### src/hdl/frmx_pkg.sv
/*
  frmx_pkg: shared constants and carriers for the file-register
  or/move/store execute block.
  assumes: 14-bit instruction words, 8-bit data, 7-bit file address.
*/
package frmx_pkg;

  localparam int INSN_W = 14;
  localparam int DATA_W = 8;
  localparam int ADDR_W = 7;

  // opcode field positions and values
  localparam int OPC_MSB = 13;
  localparam int OPC_LSB = 8;
  localparam int DEST_BIT = 7;
  localparam logic [5:0] OPC_OR_ACC = 6'h04;
  localparam logic [5:0] OPC_MOVE_FILE = 6'h08;
  localparam logic [5:0] OPC_STORE_ACC = 6'h00;

  localparam logic [DATA_W-1:0] ACC_RST = 8'h00;
  localparam logic ZERO_RST = 1'b0;

  typedef enum logic [1:0] {
    FRMX_OP_NONE,
    FRMX_OP_OR,
    FRMX_OP_MOVE,
    FRMX_OP_STORE
  } frmx_op_e;

  typedef struct packed {
    frmx_op_e            op;
    logic                dest_file;
    logic [ADDR_W-1:0]   addr;
  } frmx_dec_s;

  typedef struct packed {
    logic                we;
    logic [ADDR_W-1:0]   addr;
    logic [DATA_W-1:0]   data;
  } frmx_wr_s;

endpackage

### src/hdl/frmx_core.sv
/*
  frmx_core: executes or_acc_into_file, move_file_value and
  store_acc_to_file, one instruction per cycle.
  assumes: file array reads combinationally at file_raddr_out and
  writes on the clock edge when the write strobe is high.
  a read of the address written by the previous instruction is
  served from the pending write, since that write lands one edge late.
*/
// Operation
// - decode 00_0100_dfff_ffff as accumulator OR file
// - OR result to accumulator or file
// - OR sets zero flag on zero result
// - decode 00_1000_dfff_ffff as move file
// - move loads accumulator or rewrites file
// - move updates zero flag either destination
// - decode 00_0000_1fff_ffff as store, no flags
`timescale 1ns/1ps
module frmx_core
  import frmx_pkg::*;
(
  input  wire logic              core_clk_in,
  input  wire logic              rst_b_in,
  input  wire logic [INSN_W-1:0] insn_in,
  input  wire logic              insn_valid_in,
  input  wire logic [DATA_W-1:0] file_rdata_in,
  output logic [ADDR_W-1:0]      file_raddr_out,
  output logic                   file_we_out,
  output logic [ADDR_W-1:0]      file_waddr_out,
  output logic [DATA_W-1:0]      file_wdata_out,
  output logic [DATA_W-1:0]      acc_out,
  output logic                   zero_out,
  output logic                   done_out
);

  frmx_dec_s dec_w;

  frmx_decode u_dec (
    .insn_in  (insn_in),
    .valid_in (insn_valid_in),
    .dec_out  (dec_w)
  );

  logic [DATA_W-1:0] acc_reg;
  logic [DATA_W-1:0] acc_next;
  logic              zero_reg;
  logic              zero_next;
  frmx_wr_s          wr_reg;
  frmx_wr_s          wr_next;
  logic              done_reg;

  assign file_raddr_out = dec_w.addr;

  // pending write bypass
  // the array sees a write one edge late; forward it to a
  // back-to-back reader of the same address
  wire logic              fwd_hit_w = wr_reg.we && (wr_reg.addr == dec_w.addr);
  wire logic [DATA_W-1:0] rd_w      = fwd_hit_w ? wr_reg.data : file_rdata_in;

  wire logic [DATA_W-1:0] or_w = acc_reg | rd_w;

  wire logic is_or_w    = (dec_w.op == FRMX_OP_OR);
  wire logic is_move_w  = (dec_w.op == FRMX_OP_MOVE);
  wire logic is_store_w = (dec_w.op == FRMX_OP_STORE);

  wire logic [DATA_W-1:0] res_w    = is_or_w ? or_w : rd_w;
  wire logic              to_acc_w = (is_or_w || is_move_w) && !dec_w.dest_file;
  wire logic              to_file_w = ((is_or_w || is_move_w) && dec_w.dest_file)
                                      || is_store_w;

  assign acc_next = to_acc_w ? res_w : acc_reg;

  assign zero_next = (is_or_w || is_move_w) ? (res_w == '0) : zero_reg;

  assign wr_next.we   = to_file_w;
  assign wr_next.addr = dec_w.addr;
  assign wr_next.data = is_store_w ? acc_reg : res_w;

  always_ff @(posedge core_clk_in or negedge rst_b_in) begin
    if (!rst_b_in) begin
      acc_reg  <= ACC_RST;
      zero_reg <= ZERO_RST;
      wr_reg   <= '0;
      done_reg <= 1'b0;
    end else begin
      acc_reg  <= acc_next;
      zero_reg <= zero_next;
      wr_reg   <= wr_next;
      done_reg <= (dec_w.op != FRMX_OP_NONE);
    end
  end

  assign file_we_out    = wr_reg.we;
  assign file_waddr_out = wr_reg.addr;
  assign file_wdata_out = wr_reg.data;
  assign acc_out        = acc_reg;
  assign zero_out       = zero_reg;
  assign done_out       = done_reg;
endmodule

### src/hdl/frmx_decode.sv
/*
  frmx_decode: combinational decode of one instruction word.
  assumes: word is valid when the caller says so.
*/
`timescale 1ns/1ps
module frmx_decode
  import frmx_pkg::*;
(
  input  wire logic [INSN_W-1:0] insn_in,
  input  wire logic              valid_in,
  output frmx_dec_s              dec_out
);

  wire logic [5:0] opc_w = insn_in[OPC_MSB:OPC_LSB];
  wire logic       d_w   = insn_in[DEST_BIT];

  wire logic is_or_w    = valid_in && (opc_w == OPC_OR_ACC);
  wire logic is_move_w  = valid_in && (opc_w == OPC_MOVE_FILE);
  wire logic is_store_w = valid_in && (opc_w == OPC_STORE_ACC) && d_w;

  assign dec_out.op = is_or_w    ? FRMX_OP_OR :
                      is_move_w  ? FRMX_OP_MOVE :
                      is_store_w ? FRMX_OP_STORE : FRMX_OP_NONE;
  assign dec_out.dest_file = d_w;
  assign dec_out.addr      = insn_in[ADDR_W-1:0];

endmodule

### config.mk
export PLATFORM = sky130hd
export DESIGN_NAME = frmx_core
export DESIGN_NICKNAME = d
export VERILOG_FILES = /design/src/hdl/frmx_pkg.sv /design/src/hdl/frmx_core.sv /design/src/hdl/frmx_decode.sv
export SDC_FILE = /design/constraint.sdc
export NUM_CORES = 1
export LEC_CHECK = 0
export BUFFER_PORTS_ARGS = -buffer_cell sky130_fd_sc_hd__clkbuf_2
export CORE_MARGIN = 2
export CORE_UTILIZATION = 46
export CTS_BUF_LIST = sky130_fd_sc_hd__clkbuf_8 sky130_fd_sc_hd__clkbuf_16
export CTS_CLUSTER_DIAMETER = 100
export DETAILED_ROUTE_END_ITERATION = 10
export PLACE_DENSITY = 0.79
export SYNTH_ARGS = -nofsm -noshare
export SYNTH_HDL_FRONTEND = slang
export SYNTH_HIERARCHICAL = 1
export SYNTH_SLANG_ARGS = --single-unit
### constraint.sdc
create_clock -name core_clk_in -period 2.1 [get_ports core_clk_in]
set_input_delay 0.105 -clock core_clk_in [delete_from_list [all_inputs] [get_ports core_clk_in]]
set_output_delay 0.105 -clock core_clk_in [all_outputs]
set_load 0.005 [all_outputs]
**Word-level counts from Yosys, hierarchy flattened**

Cells that the tools add are included.

- Flip-flop bits (word level): 26
- Bits in latches: 0
- RAM bits: 0
- Bits in read-only memories: 0
- Bits of input ports: 25
- Output and inout bits: 33
- Logic and storage cells: 32
- Memories: 0

- Add/subtract/negate cells: 0
- Multiply operators: 0
- Divide/modulo/power cells: 0
- Order comparisons: 0
- Equality and inequality tests: 6
- Shifts and indexed selects: 0
- Mux-type cells: 6
- Bitwise logic cells: 1
- Reductions and logical operators: 13

Operators with widths:

| operator | number |
|---|---|
| 2-to-1 mux 8 bit | 3 |
| logical NOT 8 bit | 1 |
| bitwise OR 8 bit | 1 |
| == test 7 bit | 1 |
| logical AND 1 bit | 7 |
| == test 6 x 3 -> 1 bit (second input constant) | 1 |
| == test 6 x 4 -> 1 bit (second input constant) | 1 |
| logical NOT 6 bit | 1 |
| 2-to-1 mux 2 bit | 3 |
| == test 2 bit (second input constant) | 2 |
| == test 2 x 1 -> 1 bit (second input constant) | 1 |
| logical OR 1 bit | 2 |
| nonzero test 2 bit | 1 |
| logical NOT 1 bit | 1 |

**Longest topological paths before layout**

Gate-level depths: netlist of the first run.

- Depth after elaboration: 10
- Mapped depth: 10

**Hierarchy**

The synthesis of the first run kept the hierarchy.

By module, submodules not included:

| module | times used | cells an instance | area an instance (µm²) | sequential area each (µm²) |
|---|---|---|---|---|
| frmx_core | 1 | 104 | 1157.4 | 650.6 |
| frmx_decode | 1 | 14 | 100.1 | 0.0 |

**Worst setup path after synthesis of the first run**

Ideal clock, no wire load.

- Kind: input to register
- Start point: input port insn_in[11]
- End point: register acc_reg[0] (netlist: acc_out[0])
- Arrival time: 2.040 ns
- Required time: 1.975 ns
- Path slack: -0.066 ns
- Stages on the path: 10
- Buffers on the path: 2
- Cells stage by stage: or4b_1 -> nor4_1 -> inv_1 -> ha_1 -> nand2b_1 -> clkbuf_2 -> or2_1 -> clkbuf_1 -> nand2_1 -> o21ai_1

RTL lines:

| element | RTL line | text |
|---|---|---|
| from (decl) | frmx_core.sv:23 | `input wire logic [INSN_W-1:0] insn_in,` |
| to (signal assigned) | frmx_core.sv:85 | `acc_reg <= acc_next;` |
| to (decl) | frmx_core.sv:43 | `logic [DATA_W-1:0] acc_reg;` |

==> metrics, run 1 <==
drt first pass iters=4; port bufs=between 50 and 60; vias in the first global route=1067; Synth Cell Area=1260 µm²; grt total ovfl=0; die area=3170 µm²; commonest non-fill, non-tap cells in the layout=clkbuf_2 (57), dfrtp_1 (26), nand2_1 (19); clk_lat worst skew=260 ps; Period minus WS final=1870 ps; VDD IR max=414 µV; ranking of synthesized cells by area=dfrtp_1 (52%), mux2i_1 (6.4%), o21ai_1 (6.4%), nand2_1 (5.7%), xnor2_1 (4.9%); Post-DP HPWL=2280 µm; CTS Buffer Depth=2; H-tree lvl count=1; Initial Util=0.494; Register-to-Register Path Depth=5; height of the die=56.3 µm; overall power=0.00107 W; CTS tree=built; drt drc=0; CP Launch Point=insn_in[10]; first-pass GRT wire length=4890 µm; Routed WL per cell=14.3 µm; vias=1092; Rel. slew slack=0.575; Final Hold Viols=0; Layout Utilization=0.653; CP max FO=5; critical path endpoint category=register; worst path arrival time=2060 ps; WP data required=approximately 2300 ps; final WL=2980 µm; min-delay src=insn_in[7]; commonest non-fill, non-tap cell in the layout=clkbuf_2; Yosys top cell area share=0.517; Core ar.=around 2500 µm²; vias per inst=5.25; area grow syn2layout=32.1%; Final Setup Violations=0; clock sink total=26; CTS root buffer=clkbuf_8; Yosys cell types=25; Cells after Synth=118; Post-CTS Resized=0; Boundary Pins=58; Slew Limit Fails=0; DRT iter0 DRCs=21; syn_nets=146; Site Rows=18; syn_area_per_cell=~11 µm²; yosys warns=6; worst slew pin tran=637 ps; period utilisation layout=0.892; chip width=56.3 µm; max-capacitance violation count=0; total CTS buffers=3; run status=completed; routability cong.=0.829; leading area contributor after synthesis=dfrtp_1; Antenna Nets Post-Route=0; RSZ-0062 raised after global routing=false; layout cells sized above 1=0.393; largest net degree at the start of global routing=27; Yosys reg bits=26; Worst Path Class, Setup=primary input to register; clock skew=1.04 ps; Power Density=642 nW/µm²; fill count=around 200; Nets=approximately 210; Startpoint Class=primary input; worst hold path depth=2; Hold Crit Class=primary input to register; initial antenna violation count=0; worst reg2reg startpoint=file_waddr_out[1]; gr usage total=0.199; total leakage power=around 0.83 nW; ANT cells=0; sequential cell area fraction in the yosys report=0.517; Max Clock Freq=534 MHz; CTS clk-pin slew, worst paths=80 ps
[power by group]
group	switching (W)	total [W]	leakage, nW	internal [W]
Clock	0.000145	0.000273	0.0216	0.000128
Combinational	0.0000929	0.000193	0.484	0.000100
Sequential	0.0000503	0.000600	0.320	0.000550
[final timing paths]
check                                    end  slack, ps
setup / recovery                    zero_out        230
hold / removal                   file_we_out        100
setup reg to reg                  acc_out[6]        520
hold reg to reg                     zero_out        540
max in group asynchronous         acc_out[7]       1290
min in group asynchronous  file_waddr_out[1]        400
[metal layers]
| layer | part of all wire | wire length [µm] | GRT usage | up-vias |
|---|---|---|---|---|
| met5 | 0 | 0 | 0 | - |
| met4 | 0.022 | 65 | 0.0952 | 0 |
| met3 | 0.042 | 126 | 0.0415 | 6 |
| met2 | 0.52 | 1540 | 0.326 | 34 |
| met1 | 0.42 | 1240 | 0.250 | 533 |
| li1 | - | - | - | 519 |
[cell families after synthesis]
group / share of synthesized area
muxes: 0.0756
AOI/OAI and AO/OA: 0.0955
buffers and inverters: 0.0726
and+or+nand+nor: 0.160
DFF: 0.517
adders and majority gates: 0.0299
xor gates and xnor gates: 0.0488
[stage by stage]
| step | area (µm²) | TNS, ps | setup slack [ps] | instances | hold slack (ps) |
|---|---|---|---|---|---|
| floorplan | 1260 | 0 | 14.7 | 118 | -191 |
| global placement | 1540 | 0 | 71.3 | 197 | 139 |
| detailed placement | 1540 | -52.9 | -52.9 | 197 | 155 |
| CTS | 1660 | 0 | 216 | 208 | 92.4 |
| global route | 1660 | 0 | 50.2 | 208 | 96.3 |
| finish | 1660 | 0 | 228 | 208 | 101 |
[synth_stat cells]
master and number:
ha_1 3, nor4_1 6, mux2_4 1, o22ai_1 1, clkbuf_2 1, or2_1 1, dfrtp_1 26, nor2_1 2
nand2_1 19, o21ai_1 16, or4_1 1, or4b_1 2, mux2i_1 8, nand4_2 1, nor2_8 1, inv_1 4
a21oi_1 2, xnor2_1 7, nand4_1 1, nand2b_1 1, o41ai_2 1, buf_4 8, or2_2 1, clkbuf_1 3
a21o_1 1
[cell type report]
class / instances / area, µm² / share of cell area
inverters: 4 / 15.0 / 0.00904
clock buffers: 3 / 41.3 / 0.0248
multi-input cells: 76 / 522 / 0.314
well taps: 30 / 37.5 / 0.0226
repair buffers: 69 / 395 / 0.238
flip-flops and latches: 26 / 651 / 0.392
[registers in the layout, indices dropped and copies added (netlist names)]
name / cells
done_out: 1
zero_out: 1
acc_out: 8
file_we_out: 1
file_waddr_out: 7
file_wdata_out: 8
[critical path: stages]
cell and delay [ps]:
clkbuf_2 90, or4b_1 510, nor4_1 280, inv_1 110
ha_1 250, a21oi_1 220, nand2_1 80, nor4_1 170
mux2i_1 110, o22ai_1 140
[repair_timing]
action	in CTS	in global routing
buffers inserted	0	0
hold buffers	8	0
hold endpoints to repair	33	0
Note: power is estimated with default switching activity, not from simulation.
==> run 2, diff against run 1 <==
--- a/config.mk
+++ b/config.mk
@@ -14,5 +14,4 @@
 export PLACE_DENSITY = 0.79
 export SYNTH_ARGS = -nofsm -noshare
 export SYNTH_HDL_FRONTEND = slang
-export SYNTH_HIERARCHICAL = 1
 export SYNTH_SLANG_ARGS = --single-unit
==> run 2 against run 1 <==
Final cell count up 1.4%. Worst hold slack gained 11 ps. Global-route usage fell by 0.51 points. Die area grew 0.82%. Sequential share of layout area shrank 0.21 points. Count of clock-buffer cells in the layout up 1. Synthesized area is 0.90% higher. Setup slack better by 57 ps. Sequential power up 0.8%. Power up 5.5%. Critical endpoint is now zero_out.
==> metrics, run 2 <==
run status=completed; vias per inst=5.30; CP max FO=9; RSZ-0062 raised after global routing=false; worst hold slack=113 ps; commonest non-fill, non-tap cell in the layout=clkbuf_2; CTS Hold Buffers Added=8; vias=1119; final std cells w/o fill=211; Site Rows=19; Yosys cell types=30; Post-synth top cells=dfrtp_1 (26), nand2_1 (18), o21ai_1 (15); worst path arrival time=1960 ps; CTS root buffer=clkbuf_8; ranking of synthesized cells by area=dfrtp_1 (51%), mux2i_1 (6.3%), o21ai_1 (5.9%), nand2_1 (5.3%), xnor2_1 (4.8%); final WL=2920 µm; die area=3190 µm²; placed cells=199; CP Cell Sequence=dlygate4sd3_1 -> clkbuf_2 -> xnor2_1 -> nand4_2 -> nor2_8 -> mux2i_1 -> o22ai_2; Post-DP HPWL=2290 µm; Slew Limit Fails=0; initial antenna violation count=0; delay-heaviest family, CP=buffers and inverters; Cells after Synth=119; Multi-input gate area=542 µm²; Antenna Nets Post-Route=0; fill count=213; leading area contributor after synthesis=dfrtp_1; max-capacitance violation count=0; Async S/R FF share, synth=1.00; overall power=0.00112 W; commonest non-fill, non-tap cells in the layout=clkbuf_2 (57), dfrtp_1 (26), nand2_1 (18); Worst Path Class, Setup=primary input to register; area grow syn2layout=31.7%; ANT cells=0; sequential cell area fraction in the yosys report=0.513; Nets=208; syn_nets=around 150; register area=651 µm²; chip width=around 57 µm; Routed WL per cell=13.8 µm; Rel. slew slack=0.584; Boundary Pins=58; syn_area_per_cell=10.7 µm²; CP peak stage delay=530 ps; first-pass GRT wire length=between 4000 and 5000 µm; drt first pass iters=5; drt drc=0; DRT iter0 DRCs=between 70 and 80; most frequent cell after synthesis=dfrtp_1; final setup TNS=0 ps; CTS clk-pin slew, worst paths=80 ps; Yosys top cell area share=0.513; period utilisation layout=0.864; clk_lat worst skew=270 ps; number of synthesized flops with an enable pin=0; Hold Crit Class=primary input to register; r2r setup slk=400 ps; Post-Place Cell Area=1540 µm²; CP max-delay cell=dlygate4sd3_1; Max Clock Freq=551 MHz; WP buf/inv=2; Initial Util=0.472; total leakage power=about 0.84 nW; largest net degree at the start of global routing=27; clock skew=2.43 ps; Setup Buffers After CTS=0; Power Density=roughly 670 nW/µm²; Final Setup Violations=0; Core ar.=2690 µm²; Period minus WS final=1820 ps; Synth Cell Area=1270 µm²; total CTS buffers=3; H-tree lvl count=1; CTS Buffer Depth=2; dominant synthesized flop cell=dfrtp_1; port bufs=between 50 and 60; Post-CTS Resized=0; clock sink total=26; gr usage total=0.194; grt total ovfl=0; routability cong.=0.820; vias in the first global route=1087; critical path endpoint category=register; yosys warns=0; layout cells sized above 1=0.372; Startpoint Class=primary input; height of the die=56.5 µm; CTS tree=built; worst slew pin tran=624 ps; Yosys reg bits=26; final instance area=approximately 1700 µm²; WP data required=around 2200 ps; VDD IR max=452 µV; Final Hold Viols=0
## run 2: changes by cell type after synthesis, moves of 2 or more
| cell | previous run | this run |
|---|---|---|
| clkbuf_1 | 3 | 0 |
| a31oi_1 | 0 | 2 |
| or4b_1 | 2 | 0 |
| a21oi_1 | 2 | 0 |
| nor2_1 | 2 | 5 |
| nor4_1 | 6 | 2 |
## run 2: final timing paths
check,depth (start not counted),from,to
max,7,insn_in[2],zero_out
min,3,insn_in[7],file_we_out
max reg2reg,5,file_waddr_out[2],zero_out
min reg2reg,2,acc_out[0],acc_out[0]
max in group asynchronous,2,rst_b_in,file_wdata_out[5]
min in group asynchronous,2,rst_b_in,acc_out[1]
## run 2: cell families after synthesis
kind of cell | count (synthesis) | synth area share
flops | 26 | 0.513
simple gates | 40 | 0.181
buf+inv | 13 | 0.0602
mux | 8 | 0.0631
xor+xnor | 7 | 0.0483
compound gates | 23 | 0.114
fa+ha+maj | 2 | 0.0197
## run 2: report_power, final
| part | switching [W] | internal [W] | total, W |
|---|---|---|---|
| logic | 0.0000954 | 0.000109 | 0.000205 |
| registers | 0.0000537 | 0.000552 | 0.000605 |
| clock network | 0.000148 | 0.000167 | 0.000315 |
## run 2: worst register-to-register path, delay by kind of cell, from the launching register on
family / cells / cell delay (ps)
simple gates: 2 / 460
flops: 1 / 400
mux: 1 / 340
xor+xnor: 1 / 250
compound gates: 1 / 120
## run 2: metal layers
layer	vias to the layer above	part of all wire	GRT usage
met5	-	0	0
met2	50	0.49	0.301
li1	533	-	-
met4	0	0.017	0.0782
met3	6	0.067	0.0253
met1	530	0.42	0.275
## run 2: per-stage QoR
stage / worst slack [ps] / utilization
after floorplan: 382 / -
after global routing: 182 / 0.622
after CTS: 286 / 0.622
final: 285 / 0.622
after global placement: 195 / 0.571
after detailed placement: 146 / 0.571
## run 2: final cells by class
cell class	count	area share
inverters	5	0.0112
clock buffers	4	0.0330
flip-flops and latches	26	0.390
multi-input cells	80	0.324
well taps	31	0.0232
repair buffers	65	0.219
==> run 3, diff against run 2 <==
--- a/config.mk
+++ b/config.mk
@@ -8,7 +8,6 @@
 export BUFFER_PORTS_ARGS = -buffer_cell sky130_fd_sc_hd__clkbuf_2
 export CORE_MARGIN = 2
 export CORE_UTILIZATION = 46
-export CTS_BUF_LIST = sky130_fd_sc_hd__clkbuf_8 sky130_fd_sc_hd__clkbuf_16
 export CTS_CLUSTER_DIAMETER = 100
 export DETAILED_ROUTE_END_ITERATION = 10
 export PLACE_DENSITY = 0.79
==> run 3 against run 2 <==
Combinational power barely moved. Setup slack improved by 66 ps. Clock power decreased by 21%. Non-clock buffer count stayed put. Die area is the same. Clock skew rose by 4.0 ps. Final cell count unchanged. First-iteration DRC count shrank 33%. Sequential cell count unchanged. Via count grew 0.54%. Worst hold slack got worse by 80 ps. Maximum frequency rose by 3.8%. Highest routed layer unchanged.
==> metrics, run 3 (synthesis results as in run 2) <==
CTS clk-pin slew, worst paths=130 ps; Final Setup Violations=0; total leakage power=0.829 nW; first-pass GRT wire length=5090 µm; Worst Path Class, Setup=primary input to register; max-capacitance violation count=0; DRT iter0 DRCs=49; Antenna Nets Post-Route=0; commonest non-fill, non-tap cell in the layout=clkbuf_2; drt first pass iters=4; Nets=208; Routed WL per cell=between 10 and 15 µm; CTS root buffer=clkbuf_4; period utilisation layout=0.833; clock sink total=26; vias in the first global route=1112; drt drc=0; total CTS buffers=3; Post-DP HPWL=2290 µm; final instance area=1650 µm²; commonest non-fill, non-tap cells in the layout=clkbuf_2 (57), dfrtp_1 (26), nand2_1 (18); height of the die=56.5 µm; run status=completed; Layout Utilization=0.615; CTS Buffer Depth=2; Hold Crit Class=primary input to register; RSZ-0062 raised after global routing=false; area grow syn2layout=30.2%; critical path endpoint category=register; Site Rows=19; gr usage total=0.208; Rel. slew slack=0.580; Slew Limit Fails=0; Final Hold Viols=0; vias=1125; VDD IR max=552 µV; WP data required=2320 ps; worst slew pin tran=630 ps; Post-Place Cell Area=1540 µm²; Period minus WS final=1750 ps; layout cells sized above 1=0.372; routability cong.=0.820; port bufs=57; chip width=56.5 µm; vias per inst=5.33; final WL=3030 µm; CTS tree=built; Boundary Pins=58; Power Density=642 nW/µm²; largest net degree at the start of global routing=27; CP max FO=9; final setup TNS=0 ps; Startpoint Class=primary input; clock skew=6.39 ps; worst path arrival time=1970 ps; Post-CTS Resized=0; initial antenna violation count=0; grt total ovfl=0; H-tree lvl count=1; ANT cells=0; die area=3190 µm²; Initial Util=0.472; Core ar.=2690 µm²; clk_lat worst skew=330 ps; Max Clock Freq=572 MHz
==> run 3: cell types whose count changed in the layout (fill, tap and decap cells not counted) <==
| cell | change |
|---|---|
| clkbuf_4 | +3 |
| clkbuf_8 | -3 |
==> run 3: repair_timing <==
action                    4_1_cts  5_1_grt
hold endpoints to repair       33        0
buffers inserted                0        0
hold buffers                    8        0
==> run 3: area by class of cell <==
class / count / area (µm²)
fill: 229 / 1030
multi-input combinational: 80 / 542
inverter: 5 / 18.8
timing repair buffer: 65 / 365
tap: 31 / 38.8
sequential: 26 / 651
clock buffer: 4 / 36.3
==> run 3: metrics by stage <==
| step | total power [W] | worst slack [ps] | cells | hold slack (ps) |
|---|---|---|---|---|
| detailed placement | 0.000809 | 146 | 199 | 144 |
| global route | 0.00113 | 258 | 211 | 24.5 |
| floorplan | 0.000698 | 382 | 119 | -191 |
| CTS | 0.00107 | 362 | 211 | 25.5 |
| global placement | 0.000801 | 195 | 199 | 139 |
| finish | 0.00106 | 351 | 211 | 32.9 |
==> run 3: metal layers <==
layer,GRT usage,vias up,part of all wire
met5,0,-,0
met4,0.0952,0,0.025
met3,0.0346,7,0.054
met2,0.324,38,0.51
met1,0.283,544,0.41
li1,-,536,-
==> run 3: where the power goes <==
group          leakage, nW  internal [W]  total, W  switching (W)
clock               0.0210      0.000106  0.000250       0.000144
combinational        0.489      0.000109  0.000206      0.0000964
sequential           0.319      0.000551  0.000605      0.0000533
total                0.829      0.000767   0.00106       0.000294
==> run 3: worst max-delay path: stages <==
cell and delay, ps:
dlygate4sd3_1 530, clkbuf_2 130, xnor2_1 230, nand4_2 240, nor2_8 270, mux2i_1 340, o21ai_1 110
==> run 3: worst paths after layout <==
check | cells past startpoint | slack [ps] | endpoint | from
min reg2reg | 2 | 570 | acc_out[0] | acc_out[0]
min in group asynchronous | 2 | 350 | acc_out[4] | rst_b_in
max reg2reg | 5 | 370 | acc_out[3] | file_waddr_out[3]
max in group asynchronous | 2 | 1350 | file_wdata_out[4] | rst_b_in
max | 7 | 350 | acc_out[3] | insn_in[3]
min | 3 | 30 | file_we_out | insn_in[7]
